===== config.mk =====
export PLATFORM = sky130hd
export DESIGN_NAME = tmv_top
export DESIGN_NICKNAME = d
export VERILOG_FILES = /design/src/tmv_pkg.sv /design/src/tmv_evflag.sv /design/src/tmv_prio.sv /design/src/tmv_top.sv
export SDC_FILE = /design/constraint.sdc
export NUM_CORES = 1
export LEC_CHECK = 0
export CAP_MARGIN = 20
export CORE_MARGIN = 1
export CORE_UTILIZATION = 45
export CTS_CLUSTER_DIAMETER = 50
export DETAILED_ROUTE_END_ITERATION = 8
export DONT_BUFFER_PORTS = 1
export GPL_TIMING_DRIVEN = 0
export SLEW_MARGIN = 5
export SYNTH_ARGS = -nofsm -noshare
export SYNTH_HDL_FRONTEND = slang
export SYNTH_SLANG_ARGS = --single-unit

===== constraint.sdc =====
create_clock -name CLOCK_I -period 2.28 [get_ports CLOCK_I]
set_clock_uncertainty 0.1 [all_clocks]
set_input_delay 0.228 -clock CLOCK_I [delete_from_list [all_inputs] [get_ports CLOCK_I]]
set_output_delay 0.228 -clock CLOCK_I [all_outputs]
set_load 0.02 [all_outputs]

===== src/tmv_pkg.sv =====
// constants, register map and types shared by the timer interrupt vector block
package tmv_pkg;

   // ***************************************************************
   // widths
   // ***************************************************************
   localparam int DATA_W   = 32;
   localparam int REG_W    = 16;
   localparam int ADDR_W   = 8;
   localparam int IDX_W    = 6;
   localparam int SLOT_W   = 3;
   localparam int NUM_CH   = 7;
   localparam int NUM_SRC  = 8;
   localparam int NUM_SLOT = 8;
   localparam int SHR_W    = 7;
   localparam int VEC_W    = 4;
   localparam int ST_W     = 2;
   localparam int STRB_W   = 4;
   localparam int BYTE_SH  = 2;
   localparam int STEP_SH  = 1;
   localparam int BYTE_W   = 8;

   // ***************************************************************
   // register indices (byte address is four times the index)
   // ***************************************************************
   localparam logic [IDX_W-1:0] IDX_TIMER_CONTROL    = 6'h00;
   localparam logic [IDX_W-1:0] IDX_CHANNEL0_CONTROL = 6'h02;
   localparam logic [IDX_W-1:0] IDX_CHANNEL1_CONTROL = 6'h04;
   localparam logic [IDX_W-1:0] IDX_CHANNEL2_CONTROL = 6'h06;
   localparam logic [IDX_W-1:0] IDX_CHANNEL3_CONTROL = 6'h08;
   localparam logic [IDX_W-1:0] IDX_CHANNEL4_CONTROL = 6'h0a;
   localparam logic [IDX_W-1:0] IDX_CHANNEL5_CONTROL = 6'h0c;
   localparam logic [IDX_W-1:0] IDX_CHANNEL6_CONTROL = 6'h0e;
   localparam logic [IDX_W-1:0] IDX_COUNTER_VALUE    = 6'h10;
   localparam logic [IDX_W-1:0] IDX_CHANNEL0_VALUE   = 6'h12;
   localparam logic [IDX_W-1:0] IDX_CHANNEL1_VALUE   = 6'h14;
   localparam logic [IDX_W-1:0] IDX_CHANNEL2_VALUE   = 6'h16;
   localparam logic [IDX_W-1:0] IDX_CHANNEL3_VALUE   = 6'h18;
   localparam logic [IDX_W-1:0] IDX_CHANNEL4_VALUE   = 6'h1a;
   localparam logic [IDX_W-1:0] IDX_CHANNEL5_VALUE   = 6'h1c;
   localparam logic [IDX_W-1:0] IDX_CHANNEL6_VALUE   = 6'h1e;
   localparam logic [IDX_W-1:0] IDX_CLOCK_EXPANSION  = 6'h20;
   localparam logic [IDX_W-1:0] IDX_IRQ_VECTOR       = 6'h2e;
   localparam logic [IDX_W-1:0] IDX_IRQ_STATUS       = 6'h30;
   localparam logic [IDX_W-1:0] IDX_IRQ_MASK         = 6'h32;

   // ***************************************************************
   // fields and reset values
   // ***************************************************************
   localparam int FLAG_BIT   = 0;
   localparam int OVF_IE_BIT = 1;
   localparam int CH_IE_BIT  = 4;
   localparam logic [REG_W-1:0] REG_RESET   = 16'h0000;
   localparam logic [REG_W-1:0] FLAG_MASK   = 16'h0001;
   localparam logic [REG_W-1:0] TCTL_WMASK  = 16'h7bff;
   localparam int ST_SERVICED = 0;
   localparam int ST_UNMAPPED = 1;

   // ***************************************************************
   // vector codes and bus answers
   // ***************************************************************
   localparam logic [VEC_W-1:0] VEC_NONE = 4'h0;
   localparam logic [VEC_W-1:0] VEC_OVF  = 4'he;
   localparam logic [1:0] RESP_OKAY   = 2'h0;
   localparam logic [1:0] RESP_SLVERR = 2'h2;

   typedef enum logic [1:0] {RD_IDLE = 2'b01, RD_DATA = 2'b10} tmv_rd_state_t;
   typedef enum logic [1:0] {WR_COLLECT = 2'b01, WR_RESP = 2'b10} tmv_wr_state_t;

endpackage : tmv_pkg


===== src/tmv_evflag.sv =====
// one interrupt flag cell: hardware event, software write and automatic clear
module tmv_evflag
(
   input  wire logic clk_i,
   input  wire logic rst_n_i,
   input  wire logic ce_i,
   input  wire logic set_i,
   input  wire logic wr_i,
   input  wire logic wr_val_i,
   input  wire logic clr_i,
   output logic      flag_o
);
   // an event in the same cycle as any clear keeps the flag set
   always_ff @(posedge clk_i)
   begin
      if (!rst_n_i)
         flag_o <= 1'b0;
      else if (ce_i)
      begin
         if (set_i)
            flag_o <= 1'b1;
         else if (wr_i)
            flag_o <= wr_val_i;
         else if (clr_i)
            flag_o <= 1'b0;
      end
   end
endmodule : tmv_evflag


===== src/tmv_prio.sv =====
// ranks the shared sources and yields the vector code and the one to clear
module tmv_prio
   import tmv_pkg::*;
(
   input  wire logic [SHR_W-1:0] pend_i,
   output logic      [VEC_W-1:0] code_o,
   output logic      [SHR_W-1:0] sel_o
);
   // walk from lowest rank upward so the highest rank wins
   always_comb
   begin
      code_o = VEC_NONE;
      sel_o  = '0;
      for (int i = SHR_W - 1; i >= 0; i--)
      begin
         if (pend_i[i])
         begin
            code_o = (i == SHR_W - 1) ? VEC_OVF : VEC_W'((i + 1) * 2);
            sel_o  = SHR_W'(1) << i;
         end
      end
   end
endmodule : tmv_prio


===== src/tmv_top.sv =====
// timer register map with shared interrupt vector generator behind AXI4-Lite
// Notes on behaviour
// - overflow and channels 1-6 share one request
// - vector register names the requesting source
// - vector holds highest enabled pending source code
// - disabled sources never affect the vector
// - any vector access clears the reported flag
// - shared request stays high while enabled flags remain and global enable is high
// - channel 1 is cleared before channel 2
// - codes 0, 2..12 channels, 14 overflow
// - word registers reset zero, control first
// - channel controls, counter, values, expansion offsets
// - flags set by events or software writes
// - requests need channel and global enable
// - channel 0 own request, cleared on service
//
// The AXI4-Lite register port is this design's own decision.
module tmv_top
(
   input  wire logic                          CLOCK_I,
   input  wire logic                          RESETN_I,
   input  wire logic                          CE_I,
   input  wire logic [tmv_pkg::ADDR_W-1:0]    AWADDR_I,
   input  wire logic                          AWVALID_I,
   output logic                               AWREADY_O,
   input  wire logic [tmv_pkg::DATA_W-1:0]    WDATA_I,
   input  wire logic [tmv_pkg::STRB_W-1:0]    WSTRB_I,
   input  wire logic                          WVALID_I,
   output logic                               WREADY_O,
   output logic      [1:0]                    BRESP_O,
   output logic                               BVALID_O,
   input  wire logic                          BREADY_I,
   input  wire logic [tmv_pkg::ADDR_W-1:0]    ARADDR_I,
   input  wire logic                          ARVALID_I,
   output logic                               ARREADY_O,
   output logic      [tmv_pkg::DATA_W-1:0]    RDATA_O,
   output logic      [1:0]                    RRESP_O,
   output logic                               RVALID_O,
   input  wire logic                          RREADY_I,
   input  wire logic                          OVF_EVENT_I,
   input  wire logic [tmv_pkg::NUM_CH-1:0]    CH_EVENT_I,
   input  wire logic                          GLOBAL_IRQ_ENABLE_I,
   input  wire logic                          CH0_IRQ_ACK_I,
   output logic                               CH0_IRQ_O,
   output logic                               SHARED_IRQ_O,
   output logic                               IRQ_O
);
   import tmv_pkg::*;

   // ***************************************************************
   // declarations
   // ***************************************************************
   tmv_wr_state_t               wr_state_q;
   tmv_rd_state_t               rd_state_q;
   logic                        aw_got_q;
   logic                        w_got_q;
   logic [ADDR_W-1:0]           wr_addr_q;
   logic [REG_W-1:0]            wr_data_q;
   logic [STRB_W-1:0]           wr_strb_q;
   logic [REG_W-1:0]            ctl_q [NUM_SLOT];
   logic [REG_W-1:0]            val_q [NUM_SLOT];
   logic [REG_W-1:0]            ctl_view [NUM_SLOT];
   logic [REG_W-1:0]            exp_q;
   logic [ST_W-1:0]             st_q;
   logic [ST_W-1:0]             mask_q;
   logic [NUM_SRC-1:0]          flag;
   logic [NUM_SRC-1:0]          ie;
   logic [SHR_W-1:0]            pend;
   logic [SHR_W-1:0]            sel;
   logic [SHR_W-1:0]            vec_clr;
   logic [VEC_W-1:0]            vec_code;
   logic [IDX_W-1:0]            wr_idx;
   logic [IDX_W-1:0]            rd_idx;
   logic                        wr_commit;
   logic                        rd_accept;
   logic                        wr_ok;
   logic                        rd_ok;
   logic [REG_W-1:0]            rd_word;
   logic                        vec_access;
   logic [ST_W-1:0]             st_event;

   // ***************************************************************
   // address decode helpers
   // ***************************************************************
   function automatic logic in_range(input logic [IDX_W-1:0] idx,
                                     input logic [IDX_W-1:0] lo,
                                     input logic [IDX_W-1:0] hi);
      in_range = (idx >= lo) && (idx <= hi) && !idx[0];
   endfunction : in_range

   function automatic logic [SLOT_W-1:0] slot_of(input logic [IDX_W-1:0] idx,
                                                input logic [IDX_W-1:0] base);
      logic [IDX_W-1:0] d;
      d = IDX_W'(idx - base);
      slot_of = SLOT_W'(d >> STEP_SH);
   endfunction : slot_of

   function automatic logic mapped(input logic [IDX_W-1:0] idx);
      mapped = in_range(idx, IDX_TIMER_CONTROL, IDX_CHANNEL6_CONTROL) ||
               in_range(idx, IDX_COUNTER_VALUE, IDX_CHANNEL6_VALUE) ||
               (idx == IDX_CLOCK_EXPANSION) || (idx == IDX_IRQ_VECTOR) ||
               (idx == IDX_IRQ_STATUS) || (idx == IDX_IRQ_MASK);
   endfunction : mapped

   // byte lanes 0 and 1 carry the 16-bit registers; upper lanes are ignored
   function automatic logic [REG_W-1:0] merge(input logic [REG_W-1:0] old,
                                              input logic [REG_W-1:0] data,
                                              input logic [STRB_W-1:0] strb);
      logic [REG_W-1:0] r;
      r = old;
      for (int b = 0; b < REG_W / BYTE_W; b++)
      begin
         if (strb[b])
            r[b*BYTE_W +: BYTE_W] = data[b*BYTE_W +: BYTE_W];
      end
      merge = r;
   endfunction : merge

   assign wr_idx    = wr_addr_q[ADDR_W-1:BYTE_SH];
   assign rd_idx    = ARADDR_I[ADDR_W-1:BYTE_SH];
   assign wr_ok     = mapped(wr_idx);
   assign rd_ok     = mapped(rd_idx);
   assign wr_commit = CE_I && (wr_state_q == WR_COLLECT) && aw_got_q && w_got_q;
   assign rd_accept = CE_I && (rd_state_q == RD_IDLE) && ARVALID_I && ARREADY_O;

   // ***************************************************************
   // flag cells and ranking
   // ***************************************************************
   // source 0 is channel 0, 1..6 channels 1..6, 7 overflow
   // control slot 0 is the timer control, slot k is channel k-1
   generate
      for (genvar s = 0; s < NUM_SRC; s++)
      begin : g_src
         localparam int SLOT = (s == NUM_SRC - 1) ? 0 : s + 1;
         logic ev;
         logic clr;
         logic sw_wr;
         assign ev    = (s == NUM_SRC - 1) ? OVF_EVENT_I : CH_EVENT_I[s % NUM_CH];
         assign clr   = (s == 0) ? CH0_IRQ_ACK_I : vec_clr[(s == 0) ? 0 : s - 1];
         assign sw_wr = wr_commit && wr_strb_q[0] &&
                        in_range(wr_idx, IDX_TIMER_CONTROL, IDX_CHANNEL6_CONTROL) &&
                        (slot_of(wr_idx, IDX_TIMER_CONTROL) == SLOT_W'(SLOT));
         assign ie[s] = (s == NUM_SRC - 1) ? ctl_q[0][OVF_IE_BIT] : ctl_q[SLOT][CH_IE_BIT];
         assign ctl_view[SLOT] = (ctl_q[SLOT] & ~FLAG_MASK) |
                                 (REG_W'(flag[s]) << FLAG_BIT);
         tmv_evflag u_flag
         (
            .clk_i    (CLOCK_I),
            .rst_n_i  (RESETN_I),
            .ce_i     (CE_I),
            .set_i    (ev),
            .wr_i     (sw_wr),
            .wr_val_i (wr_data_q[FLAG_BIT]),
            .clr_i    (clr),
            .flag_o   (flag[s])
         );
      end
   endgenerate

   // channel 0 is left out of the shared ranking
   assign pend = flag[NUM_SRC-1:1] & ie[NUM_SRC-1:1];

   tmv_prio u_prio
   (
      .pend_i (pend),
      .code_o (vec_code),
      .sel_o  (sel)
   );

   // a read and a write hitting the vector together clear only one source
   assign vec_access = (wr_commit && (wr_idx == IDX_IRQ_VECTOR)) ||
                       (rd_accept && (rd_idx == IDX_IRQ_VECTOR));
   assign vec_clr    = vec_access ? sel : '0;

   // ***************************************************************
   // write channel
   // ***************************************************************
   always_ff @(posedge CLOCK_I)
   begin
      if (!RESETN_I)
      begin
         wr_state_q <= WR_COLLECT;
         aw_got_q   <= 1'b0;
         w_got_q    <= 1'b0;
         AWREADY_O  <= 1'b1;
         WREADY_O   <= 1'b1;
         BVALID_O   <= 1'b0;
         BRESP_O    <= RESP_OKAY;
         wr_addr_q  <= '0;
         wr_data_q  <= REG_RESET;
         wr_strb_q  <= '0;
      end
      else if (CE_I)
      begin
         case (wr_state_q)
            WR_COLLECT:
            begin
               if (AWVALID_I && AWREADY_O)
               begin
                  wr_addr_q <= AWADDR_I;
                  aw_got_q  <= 1'b1;
                  AWREADY_O <= 1'b0;
               end
               if (WVALID_I && WREADY_O)
               begin
                  wr_data_q <= WDATA_I[REG_W-1:0];
                  wr_strb_q <= WSTRB_I;
                  w_got_q   <= 1'b1;
                  WREADY_O  <= 1'b0;
               end
               if (wr_commit)
               begin
                  aw_got_q   <= 1'b0;
                  w_got_q    <= 1'b0;
                  BVALID_O   <= 1'b1;
                  BRESP_O    <= wr_ok ? RESP_OKAY : RESP_SLVERR;
                  wr_state_q <= WR_RESP;
               end
            end
            WR_RESP:
            begin
               if (BREADY_I)
               begin
                  BVALID_O   <= 1'b0;
                  AWREADY_O  <= 1'b1;
                  WREADY_O   <= 1'b1;
                  wr_state_q <= WR_COLLECT;
               end
            end
            default:
               wr_state_q <= WR_COLLECT;
         endcase
      end
   end

   // ***************************************************************
   // register storage
   // ***************************************************************
   // the flag bit of each control word lives in its flag cell
   always_ff @(posedge CLOCK_I)
   begin
      if (!RESETN_I)
      begin
         for (int k = 0; k < NUM_SLOT; k++)
            ctl_q[k] <= REG_RESET;
      end
      else if (CE_I && wr_commit &&
               in_range(wr_idx, IDX_TIMER_CONTROL, IDX_CHANNEL6_CONTROL))
      begin
         ctl_q[slot_of(wr_idx, IDX_TIMER_CONTROL)] <=
            merge(ctl_q[slot_of(wr_idx, IDX_TIMER_CONTROL)], wr_data_q, wr_strb_q) &
            ((wr_idx == IDX_TIMER_CONTROL) ? TCTL_WMASK : ~REG_RESET);
      end
   end

   always_ff @(posedge CLOCK_I)
   begin
      if (!RESETN_I)
      begin
         for (int k = 0; k < NUM_SLOT; k++)
            val_q[k] <= REG_RESET;
      end
      else if (CE_I && wr_commit &&
               in_range(wr_idx, IDX_COUNTER_VALUE, IDX_CHANNEL6_VALUE))
      begin
         val_q[slot_of(wr_idx, IDX_COUNTER_VALUE)] <=
            merge(val_q[slot_of(wr_idx, IDX_COUNTER_VALUE)], wr_data_q, wr_strb_q);
      end
   end

   always_ff @(posedge CLOCK_I)
   begin
      if (!RESETN_I)
         exp_q <= REG_RESET;
      else if (CE_I && wr_commit && (wr_idx == IDX_CLOCK_EXPANSION))
         exp_q <= merge(exp_q, wr_data_q, wr_strb_q);
   end

   // ***************************************************************
   // read channel
   // ***************************************************************
   always_comb
   begin
      rd_word = REG_RESET;
      if (in_range(rd_idx, IDX_TIMER_CONTROL, IDX_CHANNEL6_CONTROL))
         rd_word = ctl_view[slot_of(rd_idx, IDX_TIMER_CONTROL)];
      else if (in_range(rd_idx, IDX_COUNTER_VALUE, IDX_CHANNEL6_VALUE))
         rd_word = val_q[slot_of(rd_idx, IDX_COUNTER_VALUE)];
      else if (rd_idx == IDX_CLOCK_EXPANSION)
         rd_word = exp_q;
      else if (rd_idx == IDX_IRQ_VECTOR)
         rd_word = REG_W'(vec_code);
      else if (rd_idx == IDX_IRQ_STATUS)
         rd_word = REG_W'(st_q);
      else if (rd_idx == IDX_IRQ_MASK)
         rd_word = REG_W'(mask_q);
   end

   always_ff @(posedge CLOCK_I)
   begin
      if (!RESETN_I)
      begin
         rd_state_q <= RD_IDLE;
         ARREADY_O  <= 1'b1;
         RVALID_O   <= 1'b0;
         RDATA_O    <= '0;
         RRESP_O    <= RESP_OKAY;
      end
      else if (CE_I)
      begin
         case (rd_state_q)
            RD_IDLE:
            begin
               if (rd_accept)
               begin
                  RDATA_O    <= DATA_W'(rd_word);
                  RRESP_O    <= rd_ok ? RESP_OKAY : RESP_SLVERR;
                  RVALID_O   <= 1'b1;
                  ARREADY_O  <= 1'b0;
                  rd_state_q <= RD_DATA;
               end
            end
            RD_DATA:
            begin
               if (RREADY_I)
               begin
                  RVALID_O   <= 1'b0;
                  ARREADY_O  <= 1'b1;
                  rd_state_q <= RD_IDLE;
               end
            end
            default:
               rd_state_q <= RD_IDLE;
         endcase
      end
   end

   // ***************************************************************
   // block status, mask and interrupt lines
   // ***************************************************************
   assign st_event[ST_SERVICED] = vec_access && (|pend);
   assign st_event[ST_UNMAPPED] = (wr_commit && !wr_ok) || (rd_accept && !rd_ok);

   // a fresh event beats a write-one-to-clear in the same cycle
   always_ff @(posedge CLOCK_I)
   begin
      if (!RESETN_I)
         st_q <= '0;
      else if (CE_I)
      begin
         if (wr_commit && (wr_idx == IDX_IRQ_STATUS) && wr_strb_q[0])
            st_q <= (st_q & ~wr_data_q[ST_W-1:0]) | st_event;
         else
            st_q <= st_q | st_event;
      end
   end

   always_ff @(posedge CLOCK_I)
   begin
      if (!RESETN_I)
         mask_q <= '0;
      else if (CE_I && wr_commit && (wr_idx == IDX_IRQ_MASK) && wr_strb_q[0])
         mask_q <= wr_data_q[ST_W-1:0];
   end

   // requests are registered, so they follow the flags by one cycle
   always_ff @(posedge CLOCK_I)
   begin
      if (!RESETN_I)
      begin
         SHARED_IRQ_O <= 1'b0;
         CH0_IRQ_O    <= 1'b0;
         IRQ_O        <= 1'b0;
      end
      else if (CE_I)
      begin
         SHARED_IRQ_O <= (|pend) && GLOBAL_IRQ_ENABLE_I;
         CH0_IRQ_O    <= flag[0] && ie[0] && GLOBAL_IRQ_ENABLE_I;
         IRQ_O        <= |(st_q & mask_q);
      end
   end

endmodule : tmv_top


==> flow_summary.json, run 1 <==
{
  "start_kind": "flip-flop",
  "cp-end-kind": "flip-flop",
  "port_buffers": 0,
  "drc": 0,
  "fin_crit_ns": 2.307,
  "fmax_mhz": 433.5,
  "dp_hpwl_um": 36240,
  "synth-seq-area-share_pct": 57.06,
  "worst_slew_pin_slew_ns": 1.176,
  "cts_buffers": 40,
  "yosys-top-cells-area": "edfxtp_1 (46%), dfxtp_1 (11%), mux4_2 (10%), and2_1 (5.3%), nor2_1 (4.5%)",
  "path_clk_slew_ns": 0.06,
  "layout.nets": 1514,
  "start_util_pct": 46.16,
  "pre_cts_ws_ns": -1.204,
  "grt.total_usage_pct": 29.42,
  "num_io_pins": 114,
  "antenna_found_initial": 1,
  "gp_congestion": 0.9098,
  "fin_ws_ns": -0.02684,
  "relSlewSlack_pct": 21.59,
  "die_w_um": 191.2,
  "dpl_cell_area_um2": 16800,
  "syn_to_final_growth_pct": 20.85,
  "hold_class": "input port to flip-flop",
  "ir_worst_vdd_v": 0.0005513,
  "avgSynthCellArea_um2": 12.20,
  "synth_top_area_share_pct": 46.25,
  "grt_pass1_vias": 11280,
  "wl_per_cell_um": 27.64,
  "fin_crit_sh_pct": 101.2,
  "slew_violations": 0,
  "die_area_um2": 36540,
  "num_rows": 68,
  "drtIter0Drc": 1545,
  "p_leak_uw": 0.007093,
  "grt_max_degree": 16,
  "worstPathArrival_ns": 2.45,
  "yosysTopAreaCell": "edfxtp_1",
  "ys_ff_latch": 335,
  "coreArea_um2": 34880,
  "final_cell_area_um2": 19460,
  "synth.most_common_cell": "edfxtp_1",
  "failed_checks": "negative setup slack",
  "yosysUniqueCellTypes": 62,
  "status": "finished, violations left",
  "crit_type": "flip-flop to flip-flop",
  "cts_tree": "built",
  "root_buffer": "clkbuf_16",
  "grt_overflow": 0,
  "power_density_nw_per_um2": 764.8,
  "hold_slack_ns": 0.004303,
  "via_per_inst": 6.137,
  "routed_wirelength_um": 53380,
  "worst-path-buf-inv": 3,
  "clockBufferDepth": 3,
  "synth_commonest_cells": "edfxtp_1 (248), nor2_1 (195), and2_1 (136)",
  "worstSkewPairLatency_ns": 0.54,
  "synth_cells": 1320,
  "async_flop_share_pct": 0,
  "cts_sinks": 335,
  "rsz0062_at_grt": "yes",
  "yosysWarnings": 0,
  "hold_viol_final": 0,
  "drtAntennaViolNets": 0,
  "diodes": 0,
  "dr.pass1.iters": 5,
  "crit_fanout": 10,
  "grt_pass1_wl_um": 76480,
  "crit_path_cell_trace": "buf_2 -> inv_1 -> or3_1 -> o21ai_4 -> buf_12",
  "synth_edf_count": 248,
  "htree_levels": 2,
  "slowest_stage": "or3_1",
  "setup_viol": 7,
  "cpPeakStageDelay_ns": 0.68,
  "num_vias": 11850,
  "final_util_pct": 55.79,
  "die_y_um": 191.2,
  "layout-drive-gt1-share_pct": 22.83,
  "max_cap_violations": 0,
  "synth_ff_type": "edfxtp_1",
  "cp_top_family": "simple AND/OR/NAND/NOR gates",
  "syn_area_um2": 16100,
  "critPathRequiredTime_ns": 2.42
}
## report_power, final
group          internal, uW  leakage [uW]  switching [uW]
clock                  3820      0.000645            2710
combinational           549       0.00318             909
sequential             6740       0.00327             163
total                 11100       0.00709            3780
## kinds of logic (layout without fill, tap and decap cells)
family | Yosys count | in the layout | share of synthesized area [%]
simple gates | 521 | 521 | 15.73
buf+inv | 120 | 257 | 3.737
other cells | 1 | 20 | 0.02329
flops | 335 | 335 | 57.06
compound gates | 180 | 180 | 7.071
mux | 163 | 163 | 16.37
## state kept, by name (all words and copies together), names as in the netlist, 2 cells and up, named ones only
register	cells
wr_state_q	2
val_q	128
g_src.u_flag.flag_o	8
st_q	2
wr_addr_q	6
exp_q	16
RDATA_O	16
wr_data_q	16
mask_q	2
rd_state_q	2
wr_strb_q	2
ctl_q	120
## worst paths after layout
kind / depth (start not counted) / startpoint / slack [ns] / end
setup / recovery: 5 / wr_addr_q[3]$_SDFFE_PN0P_ / -0.03 / val_q[5][14]$_SDFFCE_PN0P_
setup reg to reg: 5 / wr_addr_q[3]$_SDFFE_PN0P_ / -0.03 / val_q[5][14]$_SDFFCE_PN0P_
hold / removal: 3 / CH0_IRQ_ACK_I / 0.004 / g_src[0].u_flag.flag_o$_SDFFE_PN0P_
hold reg to reg: 2 / rd_state_q[1]$_SDFFE_PN0P_ / 0.39 / rd_state_q[1]$_SDFFE_PN0P_
## per-stage QoR
| stage | power [uW] | setup TNS, ns | std cells |
|---|---|---|---|
| after floorplan | 7802 | -2.267 | 1339 |
| after global placement | 8244 | -377.56 | 1794 |
| final | 14880 | -0.1184 | 1931 |
| after global routing | 15210 | -0.5788 | 1931 |
| after detailed placement | 8269 | -325.53 | 1802 |
| after CTS | 14790 | -6.924 | 1924 |
## worst min-delay path: cells and delay by family
family	cells	cell delay, ns
AO/OA/AOI/OAI	3	0.36
## repair_timing
item	in CTS	in global routing
endpoints found under the setup margin	507	423
hold endpoints to repair	47	0
setup buffers	12	9
hold buffers	38	0
resized for setup	119	70
pin swaps	5	4
## cell usage in the layout, fill, tap and decap left out, types with 8 or more instances in the layout
cell type and instances:
nor2_1 181, nor2_2 13, conb_1 20, buf_4 47
nand2_1 84, a21oi_1 39, o21ai_4 13, o21ai_0 23
mux4_2 75, clkbuf_2 12, nand2b_1 14, nand3_1 20
a22oi_1 15, a31oi_1 14, a211oi_1 12, a21oi_4 10
o211ai_1 12, and2_1 136, buf_12 8, nand2_4 10
dfxtp_1 85, mux2_2 14, buf_2 22, clkbuf_16 42
dlygate4sd3_1 38, mux2i_1 71, clkbuf_1 38, edfxtp_1 248
## metal layers
metal | vias to the layer above | GRT usage [%] | wire length (um)
li1 | 5087 | - | -
met1 | 5986 | 39.65 | 21420
met2 | 666 | 47.21 | 24720
met3 | 111 | 6.040 | 5266
met4 | 0 | 10.20 | 1977
met5 | - | 0 | 0
## final cells by class
type                    instances  area, um^2
flip-flops and latches        335        9191
inverters                       7       26.28
clock buffers                  50        1101
plain buffers                 109       684.4
fillers                      2966       15420
well taps                     455       569.3
multi-input cells             884        6968
repair buffers                 67       686.9
clock inverters                24       234.0
Note: power is estimated with default switching activity, not from simulation.
==> run 2, diff against run 1 <==
Settings changed: CELL_PAD_IN_SITES_DETAIL_PLACEMENT set to 0, CELL_PAD_IN_SITES_GLOBAL_PLACEMENT set to 2, CORE_UTILIZATION 45 to 40, PLACE_DENSITY_LB_ADDON set to 0.1, REMOVE_ABC_BUFFERS set to 1.
==> run 2 against run 1 <==
Net effect:
- the flow finishes with violations (negative hold slack, negative setup slack)
- first-iteration DRC count decreased by 43%
- fmax about the same
- global-route usage decreased by 4.7 points
- setup slack improved by 0.0015 ns
- die area increased by 12%
- via count decreased by 6.8%
- total power increased by 1.0%
- critical endpoint is now ctl_q[5][4]$_SDFFCE_PN0P_
- highest routed layer unchanged
==> flow_summary.json, run 2 (synthesized netlist as in run 1, its figures left out) <==
{
  "p_leak_uw": 0.006926,
  "fin_cells": 1944,
  "hold_slack_ns": -0.004458,
  "min_delay_path_depth": 2,
  "drc": 0,
  "start_util_pct": 40.53,
  "reg_top3": "val_q (128), ctl_q (120)",
  "regArea_um2": 9200,
  "dr.pass1.iters": 5,
  "die_area_um2": 41060,
  "layout.nets": 1457,
  "antenna_found_initial": 1,
  "grt_overflow": 0,
  "ir_worst_vdd_v": 0.0005693,
  "path_clk_slew_ns": 0.06,
  "max_cap_violations": 0,
  "grt.total_usage_pct": 24.76,
  "clockBufferDepth": 3,
  "routed_wirelength_um": 50460,
  "cp-end-kind": "flip-flop",
  "drtAntennaViolNets": 0,
  "coreArea_um2": 39730,
  "start_kind": "flip-flop",
  "final_cell_area_um2": 19400,
  "grt_pass1_vias": 10940,
  "fin_ws_ns": -0.02531,
  "status": "finished, violations left",
  "num_vias": 11040,
  "htree_levels": 2,
  "reg2reg_to": "ctl_q[5][4]$_SDFFCE_PN0P_",
  "largest_reg_flops": 128,
  "regMostFlops": "val_q",
  "crit_start": "wr_state_q[1]$_SDFFE_PN0P_",
  "via_per_inst": 5.681,
  "wl_per_cell_um": 25.95,
  "worst-path-buf-inv": 1,
  "worst_slew_pin_slew_ns": 1.053,
  "fmax_mhz": 433.8,
  "worstSkewPairLatency_ns": 0.56,
  "holdCritStartpoint": "CE_I",
  "crit_fanout": 17,
  "cts_tree": "built",
  "crit_path_cell_trace": "nand3b_1 -> nor3_4 -> buf_4 -> and2_4 -> nand2_4 -> nand2_8",
  "fill_cells": 3595,
  "slew_violations": 0,
  "drtIter0Drc": 881,
  "multi_input_area_um2": 6959,
  "gp_congestion": 0.7895,
  "cp_top_family": "simple AND/OR/NAND/NOR gates",
  "power_density_nw_per_um2": 774.8,
  "fin_crit_sh_pct": 101.1,
  "final.setup.tns_ns": -0.3877,
  "grt_pass1_wl_um": 73280,
  "cpPeakStageDelay_ns": 0.34,
  "slowest_stage": "dfxtp_1",
  "die_w_um": 202.6,
  "num_io_pins": 114,
  "hold_viol_final": 1,
  "final_common_cell": "edfxtp_1",
  "dp.cells": 1768,
  "failed_checks": "negative hold slack, negative setup slack",
  "port_buffers": 0,
  "crit_type": "flip-flop to flip-flop",
  "relSlewSlack_pct": 29.55,
  "dpl_cell_area_um2": 16450,
  "fin_crit_ns": 2.305,
  "die_y_um": 202.6,
  "final_util_pct": 48.84,
  "hold_class": "input port to flip-flop",
  "r2r-start": "wr_state_q[1]$_SDFFE_PN0P_",
  "setup_viol": 42,
  "syn_to_final_growth_pct": 20.51,
  "grt_max_degree": 78,
  "layout-drive-gt1-share_pct": 20.17,
  "layout.cells.most_common_list": "edfxtp_1 (248), nor2_1 (181), and2_1 (133)",
  "num_rows": 73,
  "regToRegSetupSlack_ns": -0.03,
  "rsz0062_at_grt": "yes",
  "root_buffer": "clkbuf_16",
  "ff2ff_path_depth": 6,
  "cts_sinks": 335,
  "whs_endpoint": "rd_state_q[1]$_SDFFE_PN0P_",
  "dp_hpwl_um": 30800,
  "critPathRequiredTime_ns": 2.44,
  "worstPathArrival_ns": 2.46,
  "cts_buffers": 43
}
-- run 2: stage by stage --
step | setup slack (ns) | total power [uW]
after floorplan | -0.7058 | 7663
after global placement | -1.932 | 8022
after detailed placement | -1.513 | 8058
after CTS | 0.001747 | 15110
after global routing | -0.08851 | 15510
final | -0.02531 | 15040
-- run 2: worst max-delay path by stage --
| stage | to | slack, ns | cells after the start |
|---|---|---|---|
| final | ctl_q[5][4]$_SDFFCE_PN0P_ | -0.03 | 6 |
| after global routing | ctl_q[5][1]$_SDFFCE_PN0P_ | -0.09 | 6 |
| after CTS | ctl_q[5][1]$_SDFFCE_PN0P_ | 0.002 | 6 |
| after detailed placement | ctl_q[6][10]$_SDFFCE_PN0P_ | -1.51 | 6 |
| after global placement | ctl_q[1][3]$_SDFFCE_PN0P_ | -1.93 | 4 |
| after floorplan | ctl_q[0][1]$_SDFFCE_PN0P_ | -0.71 | 5 |
-- run 2: what timing repair did --
| action | 4_1_cts | 5_1_grt |
|---|---|---|
| pin swaps | 5 | 9 |
| endpoints found under the hold margin | 278 | 2 |
| buffers inserted | 16 | 9 |
| endpoints found under the setup margin | 518 | 288 |
| hold buffers | 69 | 1 |
| cloned | 0 | 4 |
| gates resized for setup | 93 | 37 |
-- run 2: cell type report --
| cell class | instances | area share (%) |
|---|---|---|
| Antenna cell | 1 | 0.01290 |
| Clock buffer | 51 | 5.919 |
| Clock inverter | 25 | 1.373 |
| Inverter | 7 | 0.1354 |
| Multi-Input combinational cell | 888 | 35.86 |
| Sequential cell | 335 | 47.41 |
| Tap cell | 525 | 3.385 |
| Timing Repair Buffer | 112 | 5.900 |
-- run 2: power by group --
group | internal (uW) | switching [uW] | total [uW]
clock network | 4160 | 2680 | 6850
registers | 6740 | 230 | 6970
logic | 531 | 684 | 1220
-- run 2: routing by layer --
layer | GRT usage (%) | vias up | part of all wire (%)
met5 | 0 | - | 0
met4 | 9.076 | 0 | 2.9
li1 | - | 4995 | -
met3 | 4.173 | 89 | 6.0
met1 | 33.63 | 5610 | 44
met2 | 39.86 | 350 | 47
